## config.mk

```make
export PLATFORM = sky130hd
export DESIGN_NAME = vdsc_top
export DESIGN_NICKNAME = d
export VERILOG_FILES = /design/src/vdsc_pkg.sv /design/src/vdsc_mode_sampler.sv /design/src/vdsc_channel.sv /design/src/vdsc_top.sv
export SDC_FILE = /design/constraint.sdc
export NUM_CORES = 1
export LEC_CHECK = 0
export BUFFER_PORTS_ARGS = -buffer_cell sky130_fd_sc_hd__buf_4
export CELL_PAD_IN_SITES_DETAIL_PLACEMENT = 1
export CELL_PAD_IN_SITES_GLOBAL_PLACEMENT = 1
export CORE_MARGIN = 5
export CORE_UTILIZATION = 33
export CTS_CLUSTER_DIAMETER = 200
export DETAILED_ROUTE_END_ITERATION = 8
export HOLD_SLACK_MARGIN = 0.12
export PLACE_DENSITY_LB_ADDON = 0.1
export SKIP_CTS_REPAIR_TIMING = 1
export SYNTH_ARGS = -nofsm -noshare
export SYNTH_HDL_FRONTEND = slang
export SYNTH_HIERARCHICAL = 1
export SYNTH_SLANG_ARGS = --single-unit
```

## constraint.sdc

```tcl
create_clock -name pclk -period 1.83 [get_ports pclk]
set_input_delay 0.2745 -clock pclk [delete_from_list [all_inputs] [get_ports pclk]]
set_output_delay 0.2745 -clock pclk [all_outputs]
set_load 0.05 [all_outputs]
```

## src/vdsc_pkg.sv

```systemverilog
/*
 * Package of the video DAC sync, blank and mode control block: constants, codes and the state type.
 * Assumes nothing of its surroundings; imported whole by every design file.
 */
package vdsc_pkg;

    localparam int unsigned VDSC_DATA_W   = 10;
    localparam int unsigned VDSC_NUM_CH   = 3;

    // Channel order on the per-channel vectors.
    localparam int unsigned VDSC_CH_RED   = 0;
    localparam int unsigned VDSC_CH_GREEN = 1;
    localparam int unsigned VDSC_CH_BLUE  = 2;

    // Blanking codes.
    localparam logic [9:0] VDSC_BLANK_FULL    = 10'h000;
    localparam logic [9:0] VDSC_BLANK_REDUCED = 10'h040;
    localparam logic [9:0] VDSC_BLANK_MID     = 10'h200;

    // Color space code carried on format_select_a: high selects YCbCr.
    localparam logic VDSC_FMT_A_YCBCR = 1'b1;

    // Reset values of the sampled configuration bits.
    localparam logic VDSC_RST_FMT_A     = 1'b0;
    localparam logic VDSC_RST_FMT_B     = 1'b0;
    localparam logic VDSC_RST_REDUCED   = 1'b0;
    localparam logic VDSC_RST_SYNC_ALL  = 1'b0;

    // Output level codes driven towards the analog section.
    typedef enum logic [1:0] {
        VDSC_LVL_DATA     = 2'b00,
        VDSC_LVL_BLANK    = 2'b01,
        VDSC_LVL_SYNC_NEG = 2'b10,
        VDSC_LVL_SYNC_POS = 2'b11
    } vdsc_level_t;

    // Sampling of the mode pins after a sync transition.
    typedef enum logic [1:0] {
        VDSC_SMP_IDLE  = 2'b00,
        VDSC_SMP_WAIT  = 2'b01,
        VDSC_SMP_TAKE  = 2'b10
    } vdsc_smp_state_t;

endpackage : vdsc_pkg

```

## src/vdsc_mode_sampler.sv

```systemverilog
/*
 * Mode pin sampler: loads the four internal configuration bits from the two mode pins.
 * Assumes registered sync from the top module and the raw mode pins, on the same clock.
 */
`timescale 1ns/100ps

module vdsc_mode_sampler
    import vdsc_pkg::*;
(
    // Clock and reset
    input  wire logic pclk,
    input  wire logic presetn,
    // Registered sync and mode decode, raw mode pins
    input  wire logic sync_n_q,
    input  wire logic generic_mode,
    input  wire logic mode_pin_a,
    input  wire logic mode_pin_b,
    // Configuration bits
    output logic      format_select_a,
    output logic      format_select_b,
    output logic      reduced_range_select,
    output logic      sync_on_all_select
);

    typedef struct packed {
        vdsc_smp_state_t smp;
        logic            sync_prev;
        logic            rose;
        logic            fmt_a;
        logic            fmt_b;
        logic            reduced;
        logic            sync_all;
    } vdsc_smp_t;

    vdsc_smp_t st;
    vdsc_smp_t next_st;

    always_comb begin
        next_st           = st;
        next_st.sync_prev = sync_n_q;
        unique case (st.smp)
            VDSC_SMP_IDLE: ;
            VDSC_SMP_WAIT: next_st.smp = VDSC_SMP_TAKE;
            VDSC_SMP_TAKE: begin
                next_st.smp = VDSC_SMP_IDLE;
                if (!generic_mode) begin
                    if (st.rose) begin
                        next_st.fmt_a = mode_pin_a;
                        next_st.fmt_b = mode_pin_b;
                    end else begin
                        next_st.reduced  = mode_pin_a;
                        next_st.sync_all = mode_pin_b;
                    end
                end
            end
            default: next_st.smp = VDSC_SMP_IDLE;
        endcase
        // A transition goes straight to TAKE; one seen during TAKE lets that load finish and queues another.
        if (sync_n_q != st.sync_prev) begin
            next_st.smp  = VDSC_SMP_TAKE;
            next_st.rose = sync_n_q;
        end
    end

    // Raw pin edge t is seen as a register change at edge t; that change is caught
    // at t+1 and loading at t+2 takes the pins sampled at the second edge.
    always_ff @(posedge pclk or negedge presetn) begin
        if (!presetn) begin
            next_st_reset: begin
                st.smp       <= VDSC_SMP_IDLE;
                st.sync_prev <= 1'b1;
                st.rose      <= 1'b0;
                st.fmt_a     <= VDSC_RST_FMT_A;
                st.fmt_b     <= VDSC_RST_FMT_B;
                st.reduced   <= VDSC_RST_REDUCED;
                st.sync_all  <= VDSC_RST_SYNC_ALL;
            end
        end else begin
            st <= next_st;
        end
    end

    // Generic mode reads the pins continuously and drops range and sync-all.
    always_comb begin
        format_select_a      = generic_mode ? mode_pin_a : st.fmt_a;
        format_select_b      = generic_mode ? mode_pin_b : st.fmt_b;
        reduced_range_select = generic_mode ? 1'b0 : st.reduced;
        sync_on_all_select   = generic_mode ? 1'b0 : st.sync_all;
    end

endmodule // vdsc_mode_sampler

```

## src/vdsc_channel.sv

```systemverilog
/*
 * One output channel: picks data, blanking code or sync level and the dc bias flag.
 * Assumes registered controls from the top module; the top registers the outputs.
 */
`timescale 1ns/100ps

module vdsc_channel
    import vdsc_pkg::*;
(
    // Registered pixel and controls
    input  wire logic [9:0]  data_q,
    input  wire logic        sync_active,
    input  wire logic        sync_pos,
    input  wire logic        blank_active,
    input  wire logic        sync_here,
    input  wire logic        mid_blank,
    input  wire logic        reduced_range,
    input  wire logic        generic_mode,
    input  wire logic        bias_capable,
    // Result
    output logic [9:0]       code,
    output vdsc_level_t      level,
    output logic             bias
);

    always_comb begin
        code  = data_q;
        level = VDSC_LVL_DATA;
        if (mid_blank) begin
            code = VDSC_BLANK_MID;
        end else if (reduced_range) begin
            code = VDSC_BLANK_REDUCED;
        end else begin
            code = VDSC_BLANK_FULL;
        end
        // Sync wins over blanking; generic mode never inserts sync.
        if (sync_active && sync_here && !generic_mode) begin
            level = sync_pos ? VDSC_LVL_SYNC_POS : VDSC_LVL_SYNC_NEG;
        end else if (blank_active) begin
            level = VDSC_LVL_BLANK;
        end else begin
            code = data_q;
        end
        bias = bias_capable && !generic_mode;
    end

endmodule // vdsc_channel

```

## src/vdsc_top.sv

```systemverilog
/*
 * Top of the video DAC sync, blank and mode control block: input registers,
 * mode decode, per-channel output selection and the APB register slave.
 * Assumes all pins are synchronous to pclk and an APB master on the same clock.
 */
`timescale 1ns/100ps

module vdsc_top
    import vdsc_pkg::*;
(
    // Clock and reset
    input  wire logic        pclk,
    input  wire logic        presetn,
    // APB slave
    input  wire logic        psel,
    input  wire logic        penable,
    input  wire logic        pwrite,
    input  wire logic [11:0] paddr,
    input  wire logic [31:0] pwdata,
    output logic [31:0]      prdata,
    output logic             pready,
    output logic             pslverr,
    // Video timing and pixel inputs
    input  wire logic [9:0]  red_cr_data_in,
    input  wire logic [9:0]  green_luma_data_in,
    input  wire logic [9:0]  blue_cb_data_in,
    input  wire logic        blank_n,
    input  wire logic        sync_n,
    input  wire logic        sync_tri_level,
    input  wire logic        mode_pin_a,
    input  wire logic        mode_pin_b,
    // Digital codes and levels towards the analog section
    output logic [9:0]       red_cr_output,
    output logic [9:0]       green_luma_output,
    output logic [9:0]       blue_cb_output,
    output vdsc_level_t      red_cr_level,
    output vdsc_level_t      green_luma_level,
    output vdsc_level_t      blue_cb_level,
    output logic [2:0]       dc_bias_on,
    output logic             generic_mode_out
);

    localparam logic [11:0] VDSC_ADDR_CTRL   = 12'h000;
    localparam logic [11:0] VDSC_ADDR_STATUS = 12'h004;
    localparam int unsigned VDSC_CTRL_YCBCR  = 0;
    localparam int unsigned VDSC_ST_GENERIC  = 0;
    localparam int unsigned VDSC_ST_FMT_A    = 1;
    localparam int unsigned VDSC_ST_FMT_B    = 2;
    localparam int unsigned VDSC_ST_REDUCED  = 3;
    localparam int unsigned VDSC_ST_SYNCALL  = 4;
    localparam int unsigned VDSC_ST_SYNC     = 5;
    localparam int unsigned VDSC_ST_BLANK    = 6;
    localparam logic        VDSC_RST_YCBCR   = 1'b0;

    typedef struct packed {
        logic [2:0][9:0]      data_q;
        logic                 blank_n_q;
        logic                 sync_n_q;
        logic                 sync_t_q;
        logic                 ycbcr_sw;
        logic [31:0]          prdata;
        logic                 pready;
        logic                 pslverr;
        logic [2:0][9:0]      out_code;
        logic [2:0][1:0]      out_level;
        logic [2:0]           bias;
        logic                 generic;
    } vdsc_top_state_t;

    vdsc_top_state_t st;
    vdsc_top_state_t next_st;

    logic                 generic_mode;
    logic                 fmt_a;
    logic                 fmt_b;
    logic                 reduced;
    logic                 sync_all;
    logic                 ycbcr;
    logic [2:0][9:0]      ch_code;
    vdsc_level_t [2:0]    ch_level;
    logic [2:0]           ch_bias;
    logic [2:0]           ch_sync_here;
    logic [2:0]           ch_mid;
    logic [2:0]           ch_bias_cap;
    logic                 apb_access;
    logic                 addr_ok;

    // Mode decode from the registered pins.
    assign generic_mode = st.sync_n_q && st.sync_t_q;

    vdsc_mode_sampler u_sampler (
        .pclk                 (pclk),
        .presetn              (presetn),
        .sync_n_q             (st.sync_n_q),
        .generic_mode         (generic_mode),
        .mode_pin_a           (mode_pin_a),
        .mode_pin_b           (mode_pin_b),
        .format_select_a      (fmt_a),
        .format_select_b      (fmt_b),
        .reduced_range_select (reduced),
        .sync_on_all_select   (sync_all)
    );

    // Color space follows format_select_a, or software may force YCbCr; kept in
    // generic mode as well.
    assign ycbcr = (fmt_a == VDSC_FMT_A_YCBCR) || st.ycbcr_sw;

    generate
        for (genvar ch = 0; ch < VDSC_NUM_CH; ch++) begin : g_ch
            // Sync on green always, on the others only when sync-on-all is set.
            assign ch_sync_here[ch] = (ch == VDSC_CH_GREEN) || sync_all;
            // Red and blue carry Cr and Cb in YCbCr and blank mid-range.
            assign ch_mid[ch]       = (ch != VDSC_CH_GREEN) && ycbcr;
            assign ch_bias_cap[ch]  = !ch_mid[ch];

            vdsc_channel u_ch (
                .data_q        (st.data_q[ch]),
                .sync_active   (!st.sync_n_q),
                .sync_pos      (st.sync_t_q),
                .blank_active  (!st.blank_n_q),
                .sync_here     (ch_sync_here[ch]),
                .mid_blank     (ch_mid[ch]),
                .reduced_range (reduced),
                .generic_mode  (generic_mode),
                .bias_capable  (ch_bias_cap[ch]),
                .code          (ch_code[ch]),
                .level         (ch_level[ch]),
                .bias          (ch_bias[ch])
            );
        end
    endgenerate

    assign apb_access = psel && penable;
    assign addr_ok    = (paddr == VDSC_ADDR_CTRL) || (paddr == VDSC_ADDR_STATUS);

    always_comb begin
        next_st = st;
        // Input registers.
        next_st.data_q[VDSC_CH_RED]   = red_cr_data_in;
        next_st.data_q[VDSC_CH_GREEN] = green_luma_data_in;
        next_st.data_q[VDSC_CH_BLUE]  = blue_cb_data_in;
        next_st.blank_n_q             = blank_n;
        next_st.sync_n_q              = sync_n;
        next_st.sync_t_q              = sync_tri_level;
        for (int i = 0; i < VDSC_NUM_CH; i++) begin
            next_st.out_code[i]  = ch_code[i];
            next_st.out_level[i] = ch_level[i];
        end
        next_st.bias    = ch_bias;
        next_st.generic = generic_mode;

        // APB: one wait state; pready pulses in the second access cycle.
        next_st.pready  = 1'b0;
        next_st.pslverr = 1'b0;
        if (apb_access && !st.pready) begin
            next_st.pready  = 1'b1;
            next_st.pslverr = !addr_ok;
            next_st.prdata  = 32'h0000_0000;
            if (pwrite) begin
                if (paddr == VDSC_ADDR_CTRL) begin
                    next_st.ycbcr_sw = pwdata[VDSC_CTRL_YCBCR];
                end
            end else if (paddr == VDSC_ADDR_CTRL) begin
                next_st.prdata[VDSC_CTRL_YCBCR] = st.ycbcr_sw;
            end else if (paddr == VDSC_ADDR_STATUS) begin
                next_st.prdata[VDSC_ST_GENERIC] = generic_mode;
                next_st.prdata[VDSC_ST_FMT_A]   = fmt_a;
                next_st.prdata[VDSC_ST_FMT_B]   = fmt_b;
                next_st.prdata[VDSC_ST_REDUCED] = reduced;
                next_st.prdata[VDSC_ST_SYNCALL] = sync_all;
                next_st.prdata[VDSC_ST_SYNC]    = !st.sync_n_q;
                next_st.prdata[VDSC_ST_BLANK]   = !st.blank_n_q;
            end
        end
    end

    // Idle pins reset to video mode, no sync and no blanking.
    always_ff @(posedge pclk or negedge presetn) begin
        if (!presetn) begin
            st.data_q    <= '0;
            st.blank_n_q <= 1'b1;
            st.sync_n_q  <= 1'b1;
            st.sync_t_q  <= 1'b0;
            st.ycbcr_sw  <= VDSC_RST_YCBCR;
            st.prdata    <= 32'h0000_0000;
            st.pready    <= 1'b0;
            st.pslverr   <= 1'b0;
            st.out_code  <= '0;
            st.out_level <= '0;
            st.bias      <= '0;
            st.generic   <= 1'b0;
        end else begin
            st <= next_st;
        end
    end

    always_comb begin
        prdata            = st.prdata;
        pready            = st.pready;
        pslverr           = st.pslverr;
        red_cr_output     = st.out_code[VDSC_CH_RED];
        green_luma_output = st.out_code[VDSC_CH_GREEN];
        blue_cb_output    = st.out_code[VDSC_CH_BLUE];
        red_cr_level      = vdsc_level_t'(st.out_level[VDSC_CH_RED]);
        green_luma_level  = vdsc_level_t'(st.out_level[VDSC_CH_GREEN]);
        blue_cb_level     = vdsc_level_t'(st.out_level[VDSC_CH_BLUE]);
        dc_bias_on        = st.bias;
        generic_mode_out  = st.generic;
    end

endmodule // vdsc_top

```

## Word level (Yosys, flattened, before mapping)

Cells that the tools add are included.

- Input bits: 84
- Output and inout port bits: 74
- Word-level logic and storage cells: 74
- Register bits after elaboration: 89

- Equal/unequal tests: 5
- Reductions and logical operators: 20
- Muxes and demuxes: 23
- Bitwise logic cells: 2

Operators by type and width:

| cell | number |
|---|---|
| $mux W10 | 7 |
| $mux W7 | 3 |
| $eq A12 B3 Y1 const B | 1 |
| $logic_not A12 Y1 | 1 |
| $reduce_and A3 Y1 | 3 |
| $mux W2 | 4 |
| $logic_and A1 B1 Y1 | 7 |
| $mux W1 | 7 |
| $logic_not A1 Y1 | 6 |
| $mux W6 | 1 |
| $pmux W2 S2 | 1 |
| $eq A2 B1 Y1 const B | 1 |
| $eq A2 B2 Y1 const B | 1 |
| $logic_not A2 Y1 | 1 |
| $logic_or A1 B1 Y1 | 2 |
| $ne A2 B1 Y1 const B | 1 |
| $not A1 Y1 | 2 |
| $ne A1 B1 Y1 | 1 |

## Longest topological paths before layout

Gate-level depths: netlist (run 1).

- Depth in word-level cells: 6
- Gate-level depth with buffers: 7
- Depth with buffers taken out: 5

## Hierarchy

The synthesis (run 1) kept the hierarchy.

By module, submodules not included:

| module | times used | area an instance (µm²) | cells each | seq. area each (µm²) |
|---|---|---|---|---|
| vdsc_top | 1 | 2,819.0 | 183 | 2,079.5 |
| vdsc_channel | 3 | 135.1 | 17 | 0.0 |
| vdsc_mode_sampler | 1 | 320.3 | 21 | 176.4 |

## Worst setup path before layout (run 1)

No wires, ideal clock.

- Path type: register -> register
- From: register st[76] (netlist name)
- To: register st (netlist bit blue_cb_output[6])
- Cell stages (with the launch flop): 7
- Period minus slack after synthesis: 1.960 ns
- Arrival time: 1.835 ns
- Buffers on the path: 1
- Library setup time: 0.125 ns
- Setup slack: -0.130 ns
- Data required time: 1.705 ns
- Cells stage by stage: dfstp_2 and2_1 and2b_1 and3b_2 nor2_2 buf_6 mux2_4

RTL lines:

| what | line | RTL |
|---|---|---|
| to (signal assigned) | vdsc_top.sv:193 | `st <= next_st;` |
| to (decl) | vdsc_top.sv:70 | `vdsc_top_state_t st;` |

==> results of run 1 <==
-- metrics by stage --
stage / hold WS [ns] / utilization, % / std cells / setup slack [ns] / cell area [um2]
final: 0.1689 / 45.20 / 507 / 0.06278 / 4708
after detailed placement: 0.2312 / 39.30 / 455 / -0.002728 / 4094
after floorplan: -0.02109 / - / 282 / 0.01321 / 3649
after global placement: 0.2232 / 39.30 / 455 / 0.003394 / 4094
after global routing: 0.1412 / 45.20 / 507 / -0.01244 / 4708
after CTS: -0.1731 / 41.61 / 471 / -0.01805 / 4334
-- cell usage after synthesis (2+ instances only) --
master / n
sky130_fd_sc_hd__dfrtp_1: 87
sky130_fd_sc_hd__buf_4: 72
sky130_fd_sc_hd__and2_2: 18
sky130_fd_sc_hd__and2_1: 7
sky130_fd_sc_hd__mux2_2: 7
sky130_fd_sc_hd__a22o_2: 6
sky130_fd_sc_hd__inv_1: 6
sky130_fd_sc_hd__mux2_4: 5
sky130_fd_sc_hd__buf_6: 4
sky130_fd_sc_hd__a21oi_1: 3
sky130_fd_sc_hd__and2b_2: 3
sky130_fd_sc_hd__and3b_2: 3
sky130_fd_sc_hd__dfstp_2: 3
sky130_fd_sc_hd__nor2_2: 3
sky130_fd_sc_hd__nor2b_1: 3
sky130_fd_sc_hd__and2b_1: 2
sky130_fd_sc_hd__conb_1: 2
sky130_fd_sc_hd__nand2_1: 2
sky130_fd_sc_hd__nor2_1: 2
sky130_fd_sc_hd__nor3_1: 2
sky130_fd_sc_hd__nor4_1: 2
-- logic make-up (layout without fill, tap and decap cells) --
family	after synthesis	after routing	share of synthesized area, %
DFF	90	90	63.64
buffers and inverters	83	172	17.26
and+or+nand+nor	54	54	11.19
muxes	14	14	4.942
AOI/OAI and AO/OA	11	11	2.506
other	2	29	0.2119
xor gates and xnor gates	1	1	0.2471
-- sequential cells by signal, summed over array words and instances, names as in the netlist --
signal / count
pready: 1
st: 34
pslverr: 1
blue_cb_level: 2
red_cr_output: 10
generic_mode_out: 1
prdata: 7
green_luma_output: 10
red_cr_level: 2
dc_bias_on: 3
u_sampler/st: 7
green_luma_level: 2
blue_cb_output: 10
-- final cells by class --
type / count / share of cell area, %
Clock buffer: 9 / 2.631
Clock inverter: 7 / 2.471
Inverter: 7 / 0.5581
Multi-Input combinational cell: 109 / 16.93
Sequential cell: 90 / 47.91
Tap cell: 136 / 3.614
Timing Repair Buffer: 149 / 25.88
-- worst register-to-register path, cell delays in order (launching register included) --
cell and delay (ns):
sky130_fd_sc_hd__dfstp_2 0.54, sky130_fd_sc_hd__and2_4 0.17, sky130_fd_sc_hd__and2b_1 0.20, sky130_fd_sc_hd__and3b_2 0.26, sky130_fd_sc_hd__nor2_4 0.15, sky130_fd_sc_hd__mux2_2 0.34
-- worst max-delay path by stage --
stage | start | endpoint | cells past startpoint
2_1_floorplan | st[76] | blue_cb_output[6] | 6
3_3_place_gp | st[76] | red_cr_output[9] | 5
3_5_place_dp | st[76] | red_cr_output[9] | 5
4_1_cts | st[76] | red_cr_output[9] | 5
5_1_grt | st[76] | blue_cb_output[6] | 5
6_report | st[76] | red_cr_output[9] | 5
-- power groups by stage --
stage                     Clock, uW  Combinational (uW)  Sequential, uW
final                          1610                1030            2190
after global routing           1760                1100            2210
after CTS                      1670                 968            2190
after detailed placement          0                 965            2230
after global placement            0                 954            2230
after floorplan                   0                 774            2230
-- per-layer routing --
metal	vias to the layer above	share of wire [%]
met5	-	0
met4	0	1.3
met3	8	8.2
met2	77	50
met1	977	41
li1	927	-
==> impl.org, run 1 <==
** GRT
- The number of global-route vias before repair was ~2000.
- First-pass GRT wire length :: between 10 and 15 mm
- Global routing used approximately an eighth of the available met1 tracks.
- After global routing the overflow that remains totals 0.
- Met3 Use GR :: roughly 4.5%
- Met2 Track Usage GR :: around 17%
- Global-route layer with the greatest usage :: met2
- The initial antenna violation count came to 0.
- Entering global routing, the biggest net connects 34 pins.
- Overall Global Routing Usage :: 10.81%

** Die
- Effective utilization at floorplan :: between 30% and 40%
- In this run the count of I/O pins placed on the die edge is between 150 and 200.
- The total area inside the core boundary comes to between 0.01 and 0.015 mm2.
- Die X :: between 100 and 150 um
- The floorplan step set the die height to about 110 um.
- The floorplan step defined a die boundary enclosing approximately 0.013 mm2.
- Row generation in the floorplan step produced 37 rows.

** Final layout
- The sequential cells in the finished layout cover a total of about 0.0023 mm2.
- Most common cell after layout, fill and taps aside :: sky130_fd_sc_hd__buf_4
- Antenna Cells :: 0
- The multi-input combinational cells in the finished layout cover a total of roughly 800 um2.
- In the final layout, the share of cells above drive strength 1 is 49.60%.
- Filler Cells Inserted :: between 1000 and 1500
- Growth of design area from synthesis to finish :: 32.83%
- In the layout the commonest cells are sky130_fd_sc_hd__buf_4 (113), sky130_fd_sc_hd__dfrtp_1 (87), sky130_fd_sc_hd__dlygate4sd3_1 (35).
- Total number of nets in the final design :: 450

** Drt
- Routed vias/inst :: a little under 4
- Routed vias :: roughly 2000
- In the final routed layout, each cell accounts on average for approximately 14 um.
- After the first detailed-routing iteration, the DRC count stood at 62.
- DRC viols :: 0
- Final Routed Wirelength :: between 7 and 8 mm
- First drt pass iteration count :: 4
- Post-route ant nets :: 0

** Pwr
- Proportion of power drawn by flip-flops and latches :: between 40% and 50%
- IR analysis of the VDD net gives a maximum drop of between 0.3 and 0.4 mV.
- Internal Pwr Total :: 3436 uW
- Switching part of the total :: between 20% and 30%
- The share of total power dissipated in combinational logic is between 20% and 30%.
- Total power after layout :: ~4800 uW
- Power density over the cells :: 1026 mW/mm2
- Portion of total power attributed to the clock network :: approximately 33%
- For this design the total switching power over the nets is between 1000 and 1500 uW.
- Leak Pwr :: between 0.002 and 0.0025 uW

** Timing
- Based on the critical path, the design can be clocked at up to about 570 MHz.
- Setup violators final :: 0
- The max-slew violation count came to 0.
- Final Hold Viols :: 0
- Of the available clock period, the critical path in the final layout requires 96.57%.
- Final-layout setup total negative slack :: 0 ns
- Setup clock skew after layout :: ~0.0080 ns
- Setup repair after global routing could not meet its margin everywhere.
- Final worst path period need :: ~1.8 ns

** Clock network
- In this run, CTS created clock tree buffers numbering 9.
- CTS tree :: built
- Worst skew pair latency :: around 0.36 ns
- Maximum buffer depth of the clock tree :: 2
- Clock root buffer :: sky130_fd_sc_hd__clkbuf_8
- Clock-pin slew reported for the worst setup and hold paths after clock tree synthesis :: about 0.09 ns
- The tree built by TritonCTS fans out to 90 sinks.
- In this run the number of H-tree levels came out at 3.

** Yosys
- After synthesis, the netlist uses 34 different library cells.
- Sorting the synthesized cells by area gives the leading types as sky130_fd_sc_hd__dfrtp_1 (61%), sky130_fd_sc_hd__buf_4 (15%), sky130_fd_sc_hd__and2_2 (3.8%).
- Post-Synthesis Cells :: 255
- Area share of the largest cell type after synthesis :: slightly above 60%
- Counting flops with a built-in enable in the synthesized netlist gives 0.
- Yosys warnings :: 6
- Syn avg cell area :: between 10 and 15 um2
- Synth Register Bits :: 90
- Post-synth design cell area :: roughly 0.0035 mm2
- Main synth FF type :: sky130_fd_sc_hd__dfrtp_1
- Summing the sequential cell areas from Yosys gives between 60 and 70% of the chip area.
- Leading area contributor after synthesis :: sky130_fd_sc_hd__dfrtp_1
- Async set or reset register ratio after synthesis :: 100.0%

** Setup path
- For flop-to-flop paths, the worst setup slack is approximately 0.063 ns.
- For the worst setup path, the data arrival time is between 2 and 2.5 ns.
- Cell with the largest stage delay on the worst path :: sky130_fd_sc_hd__dfstp_2
- The worst register-to-register path ends at red_cr_output[9].
- Measured in cells, the most critical reg-to-reg path has a length of 5.
- Cell breakdown of the critical path :: and2_4 > and2b_1 > and3b_2 > nor2_4 > mux2_2
- The worst setup path is of the flip-flop to flip-flop kind.
- Endpoint class of the critical path :: flip-flop
- Data on the critical path is required at its endpoint by 2.08 ns.
- On the worst path, the slowest cell contributes a delay of 0.54 ns.
- Startpoint types :: flip-flop
- The startpoint identified for the worst register-to-register timing path is st[76].
- Top fanout value on the critical path :: 6
- Among cell families on the critical path, the largest total delay comes from simple AND/OR/NAND/NOR gates.
- Counting both buffers and inverters, the worst setup path holds a total of 0.

** Outcome
- Run status :: finished, final reports clean

** Min path
- Worst-case hold path end point :: u_sampler/st[3]
- The worst hold path begins at mode_pin_a.
- The worst hold path passes through 2 cells.
- Worst hold-check path type :: input pin to flip-flop

** Place
- Number of input and output port buffers inserted :: about 100
- At the end of routability-driven placement, the weighted congestion stood at 0.6911.
- Detailed Place HPWL :: 5.018 mm

** Job
- Max_cap viols :: 0
Note: power is estimated with default switching activity, not from simulation.
==> run 2: changes to the inputs <==
BUFFER_PORTS_ARGS = default   (was -buffer_cell sky130_fd_sc_hd__buf_4)
CORE_UTILIZATION = 43   (was 33)
DONT_BUFFER_PORTS = 1   (was default)
==> impl.org, run 2 (same netlist as run 1, synthesis figures left out) <==
** Outcome
- The flow ran to the end, but the final reports show violations.
- The checks that failed: hold timing.

** Timing
- The highest achievable clock rate came to 567.7 MHz (+0.33%).
- Relative slew margins :: between 60 and 70%
- Final Hold Viols :: 90 (+90)
- Final number of max-transition violations :: 0 (unchanged)
- Setup violators final :: 0 (unchanged)
- Final worst path period need :: 1.761 ns (-0.005843 ns)
- Measured slew at the worst slew-check pin :: 0.5155 ns
- The ratio of final minimum period to clock period came to 96.25% (-0.32 points).
- The worst hold-check slack was -0.3969 ns (-0.5658 ns).
- Setup clock skew after layout :: 0.01073 ns (+0.002766 ns)
- The final total negative setup slack is 0 ns (unchanged).

** Pwr
- Total power after layout :: 4216 uW (-13%)
- The leakage power total is 0.001854 uW (-22%).
- The largest vdd supply drop came to 0.3926 mV (+4.4%).
- Power density over the cells :: 1091 mW/mm2 (+6.4%)

** Final layout
- Antenna Cells :: 0 (unchanged)
- Filler Cells Inserted :: 837 (-24%)
- The library cells used most frequently in the layout, excluding fill and tap cells, are sky130_fd_sc_hd__dfrtp_1 (87), sky130_fd_sc_hd__dlygate4sd3_1 (36), sky130_fd_sc_hd__conb_1 (29).
- The cell area after layout came to 0.003864 mm2 (-18%).
- The flip-flop count of the largest register, all copies and words added was 34 (unchanged).
- The share of cells above drive strength 1 is 31.14% (-18 points).
- Growth of design area from synthesis to finish :: 9.001%
- Total number of nets in the final design :: 352 (-22%)
- Counting flops per register, the top entry is st.
- Leaving out fill and tap cells, the most frequent cell in the layout is sky130_fd_sc_hd__dfrtp_1.

** Clock network
- Clock-pin slew reported for the worst setup and hold paths after clock tree synthesis :: 0.10 ns (about the same)
- CTS tree :: built
- The worst-skew pair later-pin latency is 0.35 ns (about the same).
- The number of buffers created by CTS is 9 (unchanged).
- Level count of the clock H-tree :: 3 (unchanged)
- Maximum buffer depth of the clock tree :: 2 (unchanged)
- Clock sink total :: 90 (unchanged)
- Clock tree synthesis selected as its root buffer the cell sky130_fd_sc_hd__clkbuf_8.

** Setup path
- Delay of the slowest cell on the worst path :: 0.54 ns (about the same)
- Data required time of the critical path :: 2.06 ns (-0.02 ns)
- Cell breakdown of the critical path :: and2_4 > and2b_1 > and3b_2 > nor2_4 > mux2_2
- Top fanout value on the critical path :: 4 (-2)
- The cell family contributing the most delay on the critical path is simple AND/OR/NAND/NOR gates.
- The worst setup path is launched from a flip-flop.
- The endpoint arrival time on the critical path is 1.99 ns (-0.02 ns).
- The worst setup path is captured at a flip-flop.
- Register-to-Register Setup Slack :: 0.07 ns (about the same)
- Worst path bufs/invs :: 0 (unchanged)
- Cell with the largest stage delay on the worst path :: sky130_fd_sc_hd__dfstp_2
- The critical path in this run is classified as flip-flop to flip-flop.

** Min path
- Worst hold-check path type :: input pin to asynchronous set/reset pin

** Place
- Number of input and output port buffers inserted :: 0 (-100%)
- Detailed Place HPWL :: 4.533 mm (-9.7%)
- The cell area after placement was 0.003292 mm2 (-20%).
- The routability congestion estimate from global placement came to 0.7320 (+5.9%).

** Drt
- Final Routed Wirelength :: 6.480 mm (-10%)
- The average wire length per cell after detail routing was 17.14 um (+21%).
- The number of vias in the routed layout was 1637 (-18%).
- Routed vias/inst :: 4.331 (+10%)
- The violation count after the first detailed-route iteration was 36 (-42%).
- Post-route ant nets :: 0 (unchanged)
- The number of remaining DRC errors came to 0 (unchanged).
- First drt pass iteration count :: 4 (unchanged)

** Die
- Placement row count :: 33 (-11%)
- The initial cell density of the core is 43.58% (+9.5 points).
- The area enclosed by the die boundary came to 0.01016 mm2 (-21%).
- The die width was 100.8 um (-11%).
- The vertical die dimension was 100.8 um (-11%).
- The total core area came to 0.008134 mm2 (-22%).
- The count of pins on the block boundary is 158 (unchanged).

** Job
- Max_cap viols :: 0 (unchanged)

** GRT
- The global-route track usage on met3 was 4.983% (+0.47 points).
- Largest net degree at the start of global routing :: 91 (+170%)
- Via count of the first global-routing pass :: 1742 (-14%)
- Overall Global Routing Usage :: 12.35% (+1.5 points)
- Number of antenna violations at the first check in global routing :: 0 (unchanged)
- The global-route congestion overflow total came to 0 (unchanged).
- In this run the most used layer during global routing was met2.
- The met2 global-route usage came to 21.27% (+4.6 points).
- The met1 demand-to-capacity share in global routing was 13.10% (-0.15 points).
- First-pass GRT wire length :: 9.246 mm (-13%)
==> run 2: changes by cell type in the layout (fill, tap and decap cells not counted), sizes merged <==
cell / change
clkinv: -2
bufinv: -3
buf: -99
dlygate4sd3: +1
inv: +3
clkinvlp: +2
==> run 2: final cells by class <==
| class | instances | area (um2) | share of cell area (%) |
|---|---|---|---|
| clock buffer | 9 | 123.9 | 3.206 |
| clock inverter | 7 | 60.06 | 1.554 |
| inverter | 7 | 26.28 | 0.6801 |
| multi-input combinational | 109 | 793.3 | 20.53 |
| sequential | 90 | 2256 | 58.39 |
| tap | 105 | 131.4 | 3.400 |
| timing repair buffer | 51 | 473.0 | 12.24 |
==> run 2: layer usage <==
metal  vias up  routed length [um]  share of wire (%)
li1        732                   -                  -
met1       826                2343                 36
met2        72                3448                 53
met3         7                 605                9.3
met4         0                  82                1.3
met5         -                   0                  0
==> run 2: path summary, 6_finish.rpt <==
kind / start / end / cells after the start
max: st[76] / blue_cb_output[9] / 5
min: presetn / st[86] / 0
max reg2reg: st[76] / blue_cb_output[9] / 5
min reg2reg: st[103] / blue_cb_output[5] / 1
max in group asynchronous: presetn / u_sampler/st[5] / 0
min in group pclk: pwrite / st[74] / 2
==> run 2: where the power goes <==
| part | switching [uW] | leakage (uW) | internal (uW) |
|---|---|---|---|
| Combinational | 249 | 0.000659 | 218 |
| Clock | 729 | 0.0000848 | 517 |
| Sequential | 370 | 0.00111 | 2130 |
==> run 2: per-stage QoR <==
step / instances / utilization (%) / worst slack (ns)
floorplan: 282 / - / 0.01321
global route: 378 / 47.50 / -0.0006870
finish: 378 / 47.50 / 0.06862
detailed placement: 324 / 40.47 / -0.0007355
global placement: 324 / 40.47 / -0.001296
CTS: 340 / 42.73 / -0.01266
